### src/hdl/aics_pkg.sv
// constants shared by the converter control block
package aics_pkg;
    // ****************************************
    // widths
    // ****************************************
    localparam int RESULT_W   = 8;
    localparam int BYTE_BITS  = 8;
    localparam int CNT_W      = 4;
    // ****************************************
    // bus address
    // ****************************************
    localparam logic [4:0] ADDR_FIXED   = 5'h12;
    localparam logic [4:0] HS_CODE_HEAD = 5'h01;
    localparam logic [1:0] ADDR_LOW_RST = 2'h0;
    // ****************************************
    // command byte layout
    // ****************************************
    localparam int CMD_TYPE_BIT = 7;
    localparam int CMD_CHAN_HI  = 6;
    localparam int CMD_CHAN_LO  = 4;
    localparam int CMD_PWR_HI   = 3;
    localparam int CMD_PWR_LO   = 2;
    localparam logic [7:0] CMD_RESET  = 8'h00;
    localparam logic [7:0] RESULT_RST = 8'h00;
    localparam logic [1:0] PWR_DOWN_BETWEEN = 2'h0;
    // ****************************************
    // timing
    // ****************************************
    localparam int CLK_PERIOD_NS     = 25;
    localparam int SDA_HOLD_NS       = 300;
    localparam int SDA_HOLD_CYCLES   = (SDA_HOLD_NS + CLK_PERIOD_NS - 1) / CLK_PERIOD_NS;
    localparam int SAR_PERIOD_CYCLES = 6;
endpackage : aics_pkg

### src/hdl/aics_conv_if.sv
// link between the bus controller and the approximation sequencer
`timescale 1ns/1ps
interface aics_conv_if #(parameter int W = 8);
    logic         start;
    logic         cmpBit;
    logic         busy;
    logic [W-1:0] trialWord;
    modport seq  (input start, input cmpBit, output busy, output trialWord);
    modport ctrl (output start, output cmpBit, input busy, input trialWord);
endinterface : aics_conv_if

### src/hdl/aics_top.sv
// bus slave, command decoder and power control of the converter
`timescale 1ns/1ps
module aics_top (
    // clock and reset
    input  wire logic       clk,
    input  wire logic       sys_rst,
    input  wire logic       clkEn,
    // bus pins
    input  wire logic       sclIn,
    output logic            sclOut,
    output logic            sclOeN,
    input  wire logic       sdaIn,
    output logic            sdaOut,
    output logic            sdaOeN,
    // address select pins
    input  wire logic       addrPinHigh,
    input  wire logic       addrPinLow,
    // analog side
    input  wire logic       cmpOut,
    output logic [7:0]      dacCode,
    output logic            inputTypeSel,
    output logic [2:0]      channelSel,
    output logic            converterOn,
    output logic            referenceOn,
    output logic            internalClkOn
);
    // ****************************************
    // types and state
    // ****************************************
    typedef enum logic [2:0] {
        ST_IDLE,
        ST_ADDR,
        ST_ADDR_ACK,
        ST_WRITE,
        ST_WRITE_ACK,
        ST_READ,
        ST_READ_ACK
    } aics_state_t;

    aics_state_t                  state_r;
    aics_state_t                  state_nxt;
    logic [aics_pkg::CNT_W-1:0]   bitCnt_r;
    logic [aics_pkg::CNT_W-1:0]   bitCnt_nxt;
    logic [7:0]                   rxShift_r;
    logic [7:0]                   rxShift_nxt;
    logic [7:0]                   txShift_r;
    logic [7:0]                   txShift_nxt;
    logic [7:0]                   cmdReg_r;
    logic [7:0]                   cmdReg_nxt;
    logic                         readDir_r;
    logic                         readDir_nxt;
    logic                         hsMode_r;
    logic                         hsMode_nxt;
    logic                         stretch_r;
    logic                         stretch_nxt;
    logic                         earlyPwr_r;
    logic                         earlyPwr_nxt;
    logic                         masterAck_r;
    logic                         masterAck_nxt;
    logic                         convStart_nxt;
    logic                         pinsCaught_r;
    logic [1:0]                   addrLow_r;
    logic                         muxType_r;
    logic                         muxType_nxt;
    logic [2:0]                   muxChan_r;
    logic [2:0]                   muxChan_nxt;
    logic [4:0]                   holdCnt_r;
    logic                         sdaDrive_r;
    logic                         sclPrev_r;
    logic                         sdaPrev_r;
    logic                         stretchTail_r;

    // ****************************************
    // input synchronisers
    // ****************************************
    localparam int NSYNC = 5;
    wire  [NSYNC-1:0] rawIn = {cmpOut, addrPinHigh, addrPinLow, sdaIn, sclIn};
    logic [NSYNC-1:0] syncA_r;
    logic [NSYNC-1:0] syncB_r;

    genvar gi;
    generate
        for (gi = 0; gi < NSYNC; gi++) begin : g_sync
            always_ff @(posedge clk or posedge sys_rst) begin
                if (sys_rst) begin
                    syncA_r[gi] <= 1'b1;
                    syncB_r[gi] <= 1'b1;
                end else if (clkEn) begin
                    syncA_r[gi] <= rawIn[gi];
                    syncB_r[gi] <= syncA_r[gi];
                end
            end
        end
    endgenerate

    wire sclS   = syncB_r[0];
    wire sdaS   = syncB_r[1];
    wire pinLow = syncB_r[2];
    wire pinHi  = syncB_r[3];
    wire cmpS   = syncB_r[4];

    // ****************************************
    // bus condition decode
    // ****************************************
    wire sclRise    = sclS & ~sclPrev_r;
    wire sclFall    = ~sclS & sclPrev_r;
    wire startCond  = sclS & sclPrev_r & sdaPrev_r & ~sdaS;
    wire stopCond   = sclS & sclPrev_r & ~sdaPrev_r & sdaS;
    wire byteDone   = (bitCnt_r == 4'(aics_pkg::BYTE_BITS));
    wire [6:0] ownAddr = {aics_pkg::ADDR_FIXED, addrLow_r};
    wire addrMatch  = (rxShift_r[7:1] == ownAddr);
    wire hsCode     = (rxShift_r[7:3] == aics_pkg::HS_CODE_HEAD);
    wire eighthRise = sclRise & (state_r == ST_ADDR) & (bitCnt_r == 4'h7);
    wire [1:0] pwrSel = cmdReg_r[aics_pkg::CMD_PWR_HI:aics_pkg::CMD_PWR_LO];

    // ****************************************
    // sequencer
    // ****************************************
    aics_conv_if #(.W(aics_pkg::RESULT_W)) conv ();

    assign conv.cmpBit = cmpS;

    aics_sar_seq #(
        .W      (aics_pkg::RESULT_W),
        .PERIOD (aics_pkg::SAR_PERIOD_CYCLES)
    ) u_seq (
        .clk     (clk),
        .sys_rst (sys_rst),
        .clkEn   (clkEn),
        .conv    (conv.seq)
    );

    // ****************************************
    // frame state machine
    // ****************************************
    always_comb begin
        state_nxt     = state_r;
        bitCnt_nxt    = bitCnt_r;
        rxShift_nxt   = rxShift_r;
        txShift_nxt   = txShift_r;
        cmdReg_nxt    = cmdReg_r;
        readDir_nxt   = readDir_r;
        hsMode_nxt    = hsMode_r;
        stretch_nxt   = stretch_r;
        earlyPwr_nxt  = earlyPwr_r;
        masterAck_nxt = masterAck_r;
        muxType_nxt   = muxType_r;
        muxChan_nxt   = muxChan_r;
        convStart_nxt = 1'b0;
        if (stretch_r && !conv.busy) begin
            stretch_nxt = 1'b0;
            txShift_nxt = conv.trialWord;
        end
        if (startCond) begin
            state_nxt   = ST_ADDR;
            bitCnt_nxt  = '0;
        end else if (stopCond) begin
            state_nxt   = ST_IDLE;
            hsMode_nxt  = 1'b0;
        end else if (sclRise) begin
            case (state_r)
                ST_ADDR, ST_WRITE: begin
                    rxShift_nxt = {rxShift_r[6:0], sdaS};
                    bitCnt_nxt  = bitCnt_r + 4'h1;
                    if (state_r == ST_WRITE && bitCnt_r == 4'h3) begin
                        muxType_nxt  = rxShift_r[2];
                        muxChan_nxt  = {rxShift_r[1:0], sdaS};
                        earlyPwr_nxt = 1'b1;
                    end
                end
                ST_READ: begin
                    bitCnt_nxt = bitCnt_r + 4'h1;
                end
                ST_READ_ACK: begin
                    masterAck_nxt = ~sdaS;
                    bitCnt_nxt    = bitCnt_r + 4'h1;
                end
                ST_ADDR_ACK, ST_WRITE_ACK: begin
                    bitCnt_nxt = bitCnt_r + 4'h1;
                end
                default: begin
                    bitCnt_nxt = bitCnt_r;
                end
            endcase
        end else if (sclFall) begin
            case (state_r)
                ST_ADDR: begin
                    if (byteDone) begin
                        if (addrMatch) begin
                            state_nxt   = ST_ADDR_ACK;
                            readDir_nxt = rxShift_r[0];
                        end else begin
                            state_nxt  = ST_IDLE;
                            hsMode_nxt = hsMode_r | hsCode;
                        end
                    end
                end
                ST_ADDR_ACK: begin
                    bitCnt_nxt = '0;
                    if (readDir_r) begin
                        state_nxt   = ST_READ;
                        txShift_nxt = conv.trialWord;
                        stretch_nxt = hsMode_r & conv.busy;
                    end else begin
                        state_nxt = ST_WRITE;
                    end
                end
                ST_WRITE: begin
                    if (byteDone) begin
                        state_nxt     = ST_WRITE_ACK;
                        cmdReg_nxt    = {rxShift_r[7:2], 2'h0};
                        muxType_nxt   = rxShift_r[aics_pkg::CMD_TYPE_BIT];
                        muxChan_nxt   = rxShift_r[aics_pkg::CMD_CHAN_HI:aics_pkg::CMD_CHAN_LO];
                        convStart_nxt = 1'b1;
                        earlyPwr_nxt  = 1'b0;
                    end
                end
                ST_WRITE_ACK: begin
                    state_nxt  = ST_WRITE;
                    bitCnt_nxt = '0;
                end
                ST_READ: begin
                    if (byteDone) begin
                        state_nxt = ST_READ_ACK;
                    end else begin
                        txShift_nxt = {txShift_r[6:0], 1'b0};
                    end
                end
                ST_READ_ACK: begin
                    bitCnt_nxt = '0;
                    if (masterAck_r) begin
                        state_nxt   = ST_READ;
                        txShift_nxt = conv.trialWord;
                    end else begin
                        state_nxt = ST_IDLE;
                    end
                end
                default: begin
                    state_nxt = ST_IDLE;
                end
            endcase
        end
    end

    // ****************************************
    // drive wanted on SDA
    // ****************************************
    wire sdaWant = (state_r == ST_ADDR_ACK) | (state_r == ST_WRITE_ACK)
                 | ((state_r == ST_READ) & ~txShift_r[7]);

    // ****************************************
    // registers
    // ****************************************
    always_ff @(posedge clk or posedge sys_rst) begin
        if (sys_rst) begin
            state_r     <= ST_IDLE;
            bitCnt_r    <= '0;
            rxShift_r   <= 8'h00;
            txShift_r   <= 8'h00;
            cmdReg_r    <= aics_pkg::CMD_RESET;
            readDir_r   <= 1'b0;
            hsMode_r    <= 1'b0;
            stretch_r   <= 1'b0;
            earlyPwr_r  <= 1'b0;
            masterAck_r <= 1'b0;
            muxType_r   <= 1'b0;
            muxChan_r   <= 3'h0;
        end else if (clkEn) begin
            state_r     <= state_nxt;
            bitCnt_r    <= bitCnt_nxt;
            rxShift_r   <= rxShift_nxt;
            txShift_r   <= txShift_nxt;
            cmdReg_r    <= cmdReg_nxt;
            readDir_r   <= readDir_nxt;
            hsMode_r    <= hsMode_nxt;
            stretch_r   <= stretch_nxt;
            earlyPwr_r  <= earlyPwr_nxt;
            masterAck_r <= masterAck_nxt;
            muxType_r   <= muxType_nxt;
            muxChan_r   <= muxChan_nxt;
        end
    end

    assign conv.start = convStart_nxt & clkEn;

    // ****************************************
    // edge history and address pin capture
    // ****************************************
    always_ff @(posedge clk or posedge sys_rst) begin
        if (sys_rst) begin
            sclPrev_r    <= 1'b1;
            sdaPrev_r    <= 1'b1;
            pinsCaught_r <= 1'b0;
            addrLow_r    <= aics_pkg::ADDR_LOW_RST;
        end else if (clkEn) begin
            sclPrev_r <= sclS;
            sdaPrev_r <= sdaS;
            if (eighthRise && !pinsCaught_r) begin
                addrLow_r    <= {pinHi, pinLow};
                pinsCaught_r <= 1'b1;
            end
        end
    end

    // ****************************************
    // SDA hold after SCL falls
    // ****************************************
    // one cycle after a stretch ends: first data bit reaches SDA on the same clock that SCL is let go
    wire stretchEnd = stretchTail_r & ~stretch_r;

    always_ff @(posedge clk or posedge sys_rst) begin
        if (sys_rst) begin
            holdCnt_r     <= 5'h00;
            sdaDrive_r    <= 1'b0;
            stretchTail_r <= 1'b0;
        end else if (clkEn) begin
            stretchTail_r <= stretch_r;
            if (sclFall) begin
                holdCnt_r <= 5'(aics_pkg::SDA_HOLD_CYCLES);
            end else if (holdCnt_r != 5'h00) begin
                holdCnt_r <= holdCnt_r - 5'h01;
            end
            if (holdCnt_r == 5'h01 || stretchEnd) begin
                sdaDrive_r <= sdaWant;
            end else if (state_r == ST_IDLE) begin
                sdaDrive_r <= 1'b0;
            end
        end
    end

    // ****************************************
    // pin and analog outputs
    // ****************************************
    wire addressing = (state_r != ST_IDLE);
    wire convOnNxt  = conv.busy | addressing | earlyPwr_r
                    | (pwrSel[0] & (pwrSel != aics_pkg::PWR_DOWN_BETWEEN));

    always_ff @(posedge clk or posedge sys_rst) begin
        if (sys_rst) begin
            sdaOut        <= 1'b0;
            sdaOeN        <= 1'b1;
            sclOut        <= 1'b0;
            sclOeN        <= 1'b1;
            dacCode       <= aics_pkg::RESULT_RST;
            inputTypeSel  <= 1'b0;
            channelSel    <= 3'h0;
            converterOn   <= 1'b0;
            referenceOn   <= 1'b0;
            internalClkOn <= 1'b0;
        end else if (clkEn) begin
            sdaOut        <= 1'b0;
            sdaOeN        <= ~sdaDrive_r;
            sclOut        <= 1'b0;
            sclOeN        <= ~(stretch_r | stretchEnd);
            dacCode       <= conv.trialWord;
            inputTypeSel  <= muxType_r;
            channelSel    <= muxChan_r;
            converterOn   <= convOnNxt;
            referenceOn   <= pwrSel[1];
            internalClkOn <= conv.busy | addressing;
        end
    end
endmodule : aics_top

### src/hdl/aics_sar_seq.sv
// successive approximation sequencer
`timescale 1ns/1ps
module aics_sar_seq #(
    parameter int W      = aics_pkg::RESULT_W,
    parameter int PERIOD = aics_pkg::SAR_PERIOD_CYCLES
) (
    // clock and reset
    input  wire logic clk,
    input  wire logic sys_rst,
    input  wire logic clkEn,
    // converter link
    aics_conv_if.seq  conv
);
    // ****************************************
    // state
    // ****************************************
    logic [W-1:0]         sar_r;
    logic [$clog2(W)-1:0] bitIdx_r;
    logic [7:0]           perCnt_r;
    logic                 busy_r;
    wire                  periodEnd = (perCnt_r == 8'(PERIOD - 1));
    wire                  lastBit   = (bitIdx_r == '0);

    assign conv.busy      = busy_r;
    assign conv.trialWord = sar_r;

    // ****************************************
    // approximation steps
    // ****************************************
    always_ff @(posedge clk or posedge sys_rst) begin
        if (sys_rst) begin
            sar_r    <= '0;
            bitIdx_r <= '0;
            perCnt_r <= 8'h00;
            busy_r   <= 1'b0;
        end else if (clkEn) begin
            if (conv.start) begin
                sar_r    <= {1'b1, {(W-1){1'b0}}};
                bitIdx_r <= ($clog2(W))'(W - 1);
                perCnt_r <= 8'h00;
                busy_r   <= 1'b1;
            end else if (busy_r) begin
                perCnt_r <= periodEnd ? 8'h00 : perCnt_r + 8'h01;
                if (periodEnd) begin
                    sar_r[bitIdx_r] <= conv.cmpBit;
                    if (!lastBit) begin
                        sar_r[bitIdx_r - 1'b1] <= 1'b1;
                        bitIdx_r <= bitIdx_r - 1'b1;
                    end else begin
                        busy_r <= 1'b0;
                    end
                end
            end
        end
    end
endmodule : aics_sar_seq

### config.mk
export PLATFORM = sky130hd
export DESIGN_NAME = aics_top
export DESIGN_NICKNAME = d
export VERILOG_FILES = /design/src/hdl/aics_pkg.sv /design/src/hdl/aics_conv_if.sv /design/src/hdl/aics_top.sv /design/src/hdl/aics_sar_seq.sv
export SDC_FILE = /design/constraint.sdc
export NUM_CORES = 1
export LEC_CHECK = 0
export BUFFER_PORTS_ARGS = -buffer_cell sky130_fd_sc_hd__buf_2
export CAP_MARGIN = 20
export CORE_MARGIN = 5
export CORE_UTILIZATION = 47
export DETAILED_ROUTE_END_ITERATION = 6
export SLEW_MARGIN = 25
export SYNTH_ARGS = -nofsm -noshare
export SYNTH_HDL_FRONTEND = slang
export SYNTH_HIERARCHICAL = 1
export SYNTH_SLANG_ARGS = --single-unit
### constraint.sdc
create_clock -name clk -period 5.6 [get_ports clk]
set_input_delay 1.12 -clock clk [delete_from_list [all_inputs] [get_ports clk]]
set_output_delay 1.12 -clock clk [all_outputs]
set_load 0.02 [all_outputs]
==> results_dict.tcl, run 1 <==
set metrics [dict create \
    crit_path_max_incr_delay_ns 0.67 \
    drive_above_1_share 0.271 \
    clk_pin_slew_ns 0.09 \
    synth_top_family_by_area "simple AND/OR/NAND/NOR gates" \
    synth_top_area_cell "dfrtp_1" \
    cap_violations 0 \
    start_util 0.475 \
    hold_viol_final 0 \
    synth_cells 465 \
    synthFlopType "dfrtp_1" \
    synth_edf_count 0 \
    ys_seq_area_frac 0.459 \
    report.final.slew_viol_count 0 \
    yosys_warnings 6 \
    place_area_um2 5260 \
    numCtsBuffers 9 \
    hpwl_um 7380 \
    grt_pass1_vias 3620 \
    die_x_um 114 \
    ys_async_sr_fraction 1.00 \
    ant_nets 0 \
    slew-limit-headroom 0.429 \
    synth_cell_type_count 83 \
    cp_max_fo 14 \
    setup_slack_ns 2.20 \
    status "finished clean" \
    p_leak_uw 0.00237 \
    grt_overflow 0 \
    cp_data_required_time_ns 5.85 \
    cts_num_sinks 93 \
    grt_start_max_net_pins 59 \
    ys_ff_latch 93 \
    synth_xor_area_frac 0.0120 \
    grt_first_pass_wirelength_um 18600 \
    setup_tns_ns 0 \
    synth_fa_ha_area_frac 0.0294 \
    wirelength_um 10700 \
    path_class "reg -> reg" \
    synthMuxAreaShare 0.118 \
    vdd_drop_max_mv 0.161 \
    ctsResizeCount 0 \
    clkLatencyLatePin_ns 0.38 \
    tightestPinTransition_ns 0.855 \
    start_kind "flop" \
    cts_tree "built" \
    p_per_area_nw_per_um2 304 \
    grt.total_usage 0.178 \
    path_cells "inv_1 -> ha_1 -> nand2b_1 -> nor3_2 -> o21a_1 -> nand4_4 -> a2111oi_0 -> a21oi_1" \
    postLayoutCoreUtil 0.505 \
    die_h_um 114 \
    post-place-ws_ns 2.07 \
    final_area_um2 5430 \
    setup_viol 0 \
    hold_class "reg -> reg" \
    drc 0 \
    postCtsSetupRepairBufs 0 \
    clock.fmax_ghz 0.294 \
    antenna_cells 0 \
    nNetsFinal 498 \
    wl_per_cell_um 17.2 \
    root_buffer "clkbuf_8" \
    avgSynthCellArea_um2 11.0 \
    die-area_um2 13000 \
    htreeDepth 3 \
    synth_area_leaders "dfrtp_1 (39%), mux2_2 (11%), dfstp_2 (7.2%)" \
    detailroute.via_count 3598 \
    areaGrowthSynthToFinish_pct 6.40 \
    ctsHoldBuffers 0 \
    post-route-period-util 0.607 \
    num_rows 38 \
    hold_ws_ns 0.417 \
    vias_per_cell 5.78 \
    first_pass_iters 5 \
    grt_setup_unrepaired "no" \
    synth-compound-area-share 0.160 \
    netlist_area_um2 5100 \
    period_minus_slack_ns 3.40 \
    antenna_found_initial 0 \
    synth_top_area_frac 0.387 \
    cp-end-kind "flop" \
    pin_count 27 \
    drt-initial-drc-count 250 \
    critPathSlowestCell "nor3_2" \
    gp_routability_congestion 0.826 \
    io_buffers 24 \
    synth-simple-area-share 0.176 \
    fin_skew_ns 0.00936 \
    core_um2 10700 \
    cts_buffer_depth 2 \
    arrival_ns 3.65 \
]
==> cell usage after synthesis (4+ instances only) <==
| cell type | number |
|---|---|
| nor4_1 | 6 |
| nand2_1 | 29 |
| nand3b_1 | 5 |
| ha_1 | 12 |
| and3b_1 | 4 |
| a31oi_1 | 7 |
| o31ai_1 | 5 |
| nor2_1 | 22 |
| dfrtp_1 | 79 |
| a221oi_1 | 4 |
| o21ai_0 | 18 |
| a21oi_1 | 18 |
| dfstp_2 | 14 |
| a221o_1 | 10 |
| mux2_2 | 48 |
| nand3_1 | 26 |
| xnor2_1 | 4 |
| nor3_1 | 10 |
| o211ai_1 | 6 |
| mux2i_1 | 4 |
| inv_1 | 17 |
| and2b_2 | 4 |
| clkbuf_1 | 6 |
| nand4_1 | 4 |
| buf_2 | 8 |
| nor2b_1 | 7 |
| nand2b_1 | 4 |
==> placed cells by master (no fill, tap or decap), drive strengths merged, types with 10 or more instances in the layout <==
master	n
dfrtp	79
mux2	50
nand2	30
nand3	26
buf	26
nor2	22
inv	21
o21ai	19
a21oi	18
dfstp	14
ha	12
nor3	11
a221o	10
clkbuf	10
==> final timing paths <==
| path | slack [ns] | cells past startpoint | endpoint | start |
|---|---|---|---|---|
| max | 2.20 | 8 | u_seq/conv.trialWord[7] | sclPrev_r |
| min | 0.42 | 1 | sdaOeN | sdaDrive_r |
| max reg2reg | 2.20 | 8 | u_seq/conv.trialWord[7] | sclPrev_r |
| min reg2reg | 0.42 | 1 | sdaOeN | sdaDrive_r |
| max in group asynchronous | 3.70 | 3 | sclS | sys_rst |
| min in group asynchronous | 0.88 | 2 | u_seq/perCnt_r[2] | sys_rst |
==> per-stage QoR <==
stage,total power (uW),cells
2_1_floorplan,1160,466
3_3_place_gp,1240,607
3_5_place_dp,1250,607
4_1_cts,1660,623
5_1_grt,1760,623
6_report,1650,623
==> layout make-up <==
cell class	count	area, um2
repair buffers	26	135
well taps	140	175
clock buffers	10	128
clock inverters	6	45.0
fillers	988	5320
inverters	18	67.6
multi-input cells	330	2530
flip-flops and latches	93	2340
==> cell families after synthesis <==
group,after synthesis
buffers and inverters,43
other,1
xor gates and xnor gates,7
DFF,93
and+or+nand+nor,147
AOI/OAI and AO/OA,108
muxes,54
adders and majority gates,12
==> worst max-delay path: cells and delay by family (launching register included) <==
family          cells  cell delay, ns
simple gates        3            1.25
compound gates      3            1.03
flops               1            0.56
fa+ha+maj           1            0.37
buf+inv             1            0.06
==> power breakdown <==
group	leakage (uW)	total [uW]	switching [uW]	internal, uW
Sequential	0.00121	872	111	762
Clock	0.0000914	415	250	166
Combinational	0.00107	362	205	157
Total	0.00237	1650	565	1080
==> layer usage <==
metal	up-vias	GRT usage	wire, um
met5	-	0	0
met4	0	0.0689	212
met2	63	0.263	4860
met1	1767	0.254	5240
li1	1752	-	-
met3	16	0.0412	407
==> state kept, by name, indices dropped and copies added, names as in the netlist, 2 cells and up <==
name	flops
dacCode	8
rxShift_r	8
txShift_r	8
u_seq/conv.trialWord	8
u_seq/perCnt_r	8
holdCnt_r	5
syncA_r	5
bitCnt_r	4
channelSel	3
muxChan_r	3
state_r	3
u_seq/bitIdx_r	3
addrLow_r	2
cmdReg_r	2
Power figures use the tool's default switching activity.
==> inputs of run 2 (changes only) <==
- PLACE_DENSITY: unset -> 0.66
- clock period: 5.6 -> 2.75 ns (I/O delays scaled with it)
==> run 2 against run 1 <==
Compared with the run above: global-route usage fell by 0.14 points; wire length grew 3.3%; sequential share of layout area down 1.4 points; critical path type unchanged; highest routed layer unchanged; die area did not move; via count is 3.4% higher; utilization increased by 1.6 points; power up 120%; register-to-register slack worse by 2.0 ns.
==> results_dict.tcl, run 2 (same netlist as run 1, synthesis figures left out) <==
set metrics [dict create \
    startpoint "sclS" \
    gp_routability_congestion 0.926 \
    path_class "reg -> reg" \
    setup_slack_ns 0.202 \
    ant_nets 0 \
    vdd_drop_max_mv 0.362 \
    postCtsSetupRepairBufs 0 \
    p_switching_uw 1160 \
    cp_max_fo 9 \
    slew-limit-headroom 0.489 \
    start_kind "flop" \
    hpwl_um 7800 \
    total_power_uw 3570 \
    cap_violations 0 \
    cp_top_family "simple AND/OR/NAND/NOR gates" \
    ctsHoldBuffers 0 \
    grt_setup_unrepaired "no" \
    drt-initial-drc-count 324 \
    die-area_um2 13000 \
    grt_overflow 0 \
    clock.fmax_ghz 0.393 \
    htreeDepth 3 \
    setup_tns_ns 0 \
    numCtsBuffers 9 \
    tightestPinTransition_ns 0.766 \
    switching_share 0.324 \
    num_rows 38 \
    die_x_um 114 \
    drive_above_1_share 0.292 \
    clkLatencyLatePin_ns 0.37 \
    nNetsFinal 512 \
    hold_class "in -> async" \
    areaGrowthSynthToFinish_pct 9.86 \
    post-place-ws_ns 0.307 \
    antenna_found_initial 0 \
    io_buffers 24 \
    vias_per_cell 5.84 \
    n_fill_cell 985 \
    p_per_area_nw_per_um2 638 \
    first_pass_iters 5 \
    arrival_ns 2.78 \
    cts_num_sinks 93 \
    antenna_cells 0 \
    final_area_um2 5610 \
    wl_per_cell_um 17.4 \
    post-route-period-util 0.926 \
    root_buffer "clkbuf_8" \
    die_h_um 114 \
    final_cell_mix "dfrtp_1 (79), mux2_2 (48), nand2_1 (29)" \
    path_cells "ha_1 -> nand3b_2 -> nand4_2 -> nor3_2 -> buf_4 -> and2b_2 -> nand4_4 -> a2111oi_0 -> a21oi_1" \
    fin_skew_ns 0.00785 \
    start_util 0.475 \
    power_frac_comb 0.240 \
    clk_pin_slew_ns 0.09 \
    grt_first_pass_wirelength_um 18600 \
    period_minus_slack_ns 2.55 \
    final_common_cell "dfrtp_1" \
    p_leak_uw 0.00247 \
    cts_tree "built" \
    cp_data_required_time_ns 2.98 \
    core_um2 10700 \
    detailroute.via_count 3721 \
    path_buf_inv 1 \
    drc 0 \
    ctsResizeCount 0 \
    status "finished clean" \
    grt.total_usage 0.177 \
    critPathSlowestCell "dfstp_2" \
    wirelength_um 11100 \
    r2r-start "sclS" \
    seqPwrFrac 0.478 \
    hold_viol_final 0 \
    cp-end-kind "flop" \
    crit_path_max_incr_delay_ns 0.57 \
    cts_buffer_depth 2 \
    setup_viol 0 \
    pin_count 27 \
    pwr-share-clk 0.282 \
    report.final.slew_viol_count 0 \
    grt_start_max_net_pins 59 \
    place_area_um2 5390 \
    p_int_uw 2420 \
    grt_pass1_vias 3779 \
]
## run 2: worst register-to-register path: stages (launching register included)
cell and delay (ns):
dfstp_2 0.57, ha_1 0.26, nand3b_2 0.20, nand4_2 0.18, nor3_2 0.07, buf_4 0.17, and2b_2 0.24, nand4_4 0.17
a2111oi_0 0.47, a21oi_1 0.09
## run 2: per-stage QoR
| stage | hold WS [ns] | utilization | cells |
|---|---|---|---|
| floorplan | 0.387 | - | 466 |
| global placement | 0.401 | 0.501 | 621 |
| detailed placement | 0.406 | 0.501 | 621 |
| CTS | 0.204 | 0.522 | 637 |
| global route | 0.225 | 0.522 | 637 |
| finish | 0.202 | 0.522 | 637 |
## run 2: path summary, 6_finish.rpt
| path | endpoint | slack (ns) | cells after the start |
|---|---|---|---|
| setup / recovery | u_seq/conv.trialWord[7] | 0.20 | 9 |
| hold / removal | channelSel[0] | 0.20 | 2 |
| setup reg to reg | u_seq/conv.trialWord[7] | 0.20 | 9 |
| hold reg to reg | sdaOeN | 0.42 | 1 |
| max in group asynchronous | rxShift_r[0] | 1.89 | 3 |
| min in group clk | syncA_r[2] | 0.41 | 2 |
## run 2: final cells by class
type / count / area [um2] / area share
well taps: 140 / 175 / 0.0312
repair buffers: 40 / 265 / 0.0473
inverters: 18 / 67.6 / 0.0121
multi-input cells: 330 / 2530 / 0.452
clock inverters: 4 / 52.6 / 0.00937
clock buffers: 12 / 166 / 0.0297
flip-flops and latches: 93 / 2340 / 0.418
## run 2: power groups by stage
stage | Combinational, uW | Clock [uW] | Sequential [uW]
floorplan | 643 | 0 | 1710
finish | 857 | 1010 | 1710
global placement | 836 | 0 | 1730
CTS | 860 | 1030 | 1710
detailed placement | 855 | 0 | 1730
global route | 950 | 1090 | 1730
## run 2: routing by layer
layer,vias to the layer above,routed length (um),share of wire,track usage
met1,1812,5370,0.49,0.255
met5,-,0,0,0
met3,17,411,0.037,0.0307
li1,1789,-,-,-
met4,0,165,0.015,0.0665
met2,103,5120,0.46,0.267
==> inputs of run 3 (changes only) <==
- PLACE_DENSITY: 0.66 -> unset
- clock period: 2.75 -> 3.03 ns (I/O delays scaled with it)
==> run 3 against run 2 <==
Compared with the run above: via count decreased by 1.2%; power is 11% lower; utilization decreased by 0.71 points; cell area is 1.4% lower; clock power down 13%; cell count is 1.1% lower; critical path type unchanged; worst hold slack better by 0.081 ns; wire length fell by 2.8%.
==> results_dict.tcl, run 3 (same netlist as run 1, synthesis figures left out) <==
set metrics [dict create \
    postCtsSetupRepairBufs 0 \
    antenna_found_initial 0 \
    hpwl_um 7530 \
    cp-end-kind "flop" \
    crit_path_max_incr_delay_ns 0.58 \
    startpoint "sclS" \
    setup_tns_ns 0 \
    cts_num_sinks 93 \
    vias_per_cell 5.84 \
    p_leak_uw 0.00242 \
    first_pass_iters 4 \
    start_util 0.475 \
    antenna_cells 0 \
    nNetsFinal 505 \
    grt_pass1_vias 3666 \
    tightestPinTransition_ns 0.753 \
    die_x_um 114 \
    path_depth 9 \
    clock.fmax_ghz 0.391 \
    cp_top_family "compound AO/OA/AOI/OAI gates" \
    pin_count 27 \
    numCtsBuffers 9 \
    wirelength_um 10800 \
    clkLatencyLatePin_ns 0.39 \
    wl_per_cell_um 17.1 \
    hold_class "in -> async" \
    path_cells "ha_1 -> nand3b_2 -> nand4_2 -> nor3_2 -> buf_4 -> o21ai_1 -> nor2_1 -> mux2i_1 -> o22a_1" \
    rrSetupSlack_ns 0.47 \
    hold_ws_ns 0.283 \
    cp_max_fo 10 \
    areaGrowthSynthToFinish_pct 8.36 \
    rr_worst_depth 9 \
    grt_setup_unrepaired "no" \
    r2r-start "sclS" \
    setup_slack_ns 0.474 \
    start_kind "flop" \
    io_buffers 24 \
    root_buffer "clkbuf_8" \
    drc 0 \
    ctsResizeCount 0 \
    final_cell_mix "dfrtp_1 (79), mux2_2 (48), nand2_1 (29)" \
    n_fill_cell 984 \
    path_class "reg -> reg" \
    cts_tree "built" \
    timing.rr.end "u_seq/bitIdx_r[0]" \
    htreeDepth 3 \
    post-place-ws_ns 0.455 \
    critPathSlowestCell "dfstp_2" \
    grt_first_pass_wirelength_um 18700 \
    period_minus_slack_ns 2.56 \
    die-area_um2 13000 \
    cap_violations 0 \
    p_per_area_nw_per_um2 577 \
    final_common_cell "dfrtp_1" \
    cts_buffer_depth 2 \
    post-route-period-util 0.843 \
    grt_overflow 0 \
    path_buf_inv 1 \
    gp_routability_congestion 0.812 \
    arrival_ns 2.88 \
    cp_data_required_time_ns 3.35 \
    report.final.slew_viol_count 0 \
    clk_pin_slew_ns 0.10 \
    cp-endpoint "u_seq/bitIdx_r[0]" \
    drive_above_1_share 0.284 \
    num_rows 38 \
    die_h_um 114 \
    drt-initial-drc-count 261 \
    grt.total_usage 0.181 \
    fin_skew_ns 0.0157 \
    ant_nets 0 \
    setup_viol 0 \
    ctsHoldBuffers 0 \
    grt_start_max_net_pins 74 \
    vdd_drop_max_mv 0.283 \
    status "finished clean" \
    hold_viol_final 0 \
    slew-limit-headroom 0.497 \
    detailroute.via_count 3677 \
    core_um2 10700 \
]
-- run 3: cell count changes in the layout (fill, tap and decap cells not counted) --
| cell | previous run | this run |
|---|---|---|
| clkinvlp_4 | 0 | 2 |
| buf_4 | 14 | 8 |
| inv_8 | 0 | 1 |
| clkbuf_16 | 1 | 0 |
| inv_6 | 2 | 1 |
| buf_12 | 2 | 1 |
| clkbuf_1 | 1 | 0 |
-- run 3: power by group --
part | internal, uW | total (uW) | switching (uW)
combinational | 312 | 739 | 427
sequential | 1410 | 1570 | 159
clock | 411 | 883 | 472
-- run 3: worst min path at each step --
| stage | slack (ns) | start | endpoint | depth (start not counted) |
|---|---|---|---|---|
| 3_3_place_gp | 0.40 | sdaDrive_r | sdaOeN | 1 |
| 5_1_grt | 0.35 | sys_rst | rxShift_r[0] | 3 |
| 6_report | 0.28 | sys_rst | pinsCaught_r | 3 |
| 3_5_place_dp | 0.41 | sdaDrive_r | sdaOeN | 1 |
| 4_1_cts | 0.31 | sys_rst | masterAck_r | 3 |
| 2_1_floorplan | 0.39 | sdaDrive_r | sdaOeN | 1 |
-- run 3: metal layers --
metal  vias to the layer above  track usage  wire length, um
met4                         0       0.0760              227
li1                       1780            -                -
met5                         -            0                0
met2                        88        0.263             4730
met3                        16       0.0370              531
met1                      1793        0.262             5270
-- run 3: worst min-delay path, cell delays in order --
cell and delay, ns:
buf_2 0.11, inv_2 0.06, buf_12 0.32
-- run 3: metrics by stage --
| step | power, uW | area (um2) | utilization | cells |
|---|---|---|---|---|
| after CTS | 3230 | 5530 | 0.515 | 630 |
| after global routing | 3400 | 5530 | 0.515 | 630 |
| after floorplan | 2140 | 5110 | - | 466 |
| after detailed placement | 2340 | 5320 | 0.495 | 614 |
| final | 3190 | 5530 | 0.515 | 630 |
| after global placement | 2320 | 5320 | 0.495 | 614 |
-- run 3: cell type report --
| cell class | instances | area (um2) | share of cell area |
|---|---|---|---|
| clock buffers | 10 | 138 | 0.0249 |
| clock inverters | 6 | 70.1 | 0.0127 |
| inverters | 18 | 67.6 | 0.0122 |
| multi-input cells | 330 | 2530 | 0.458 |
| flip-flops and latches | 93 | 2340 | 0.424 |
| well taps | 140 | 175 | 0.0317 |
| repair buffers | 33 | 200 | 0.0362 |
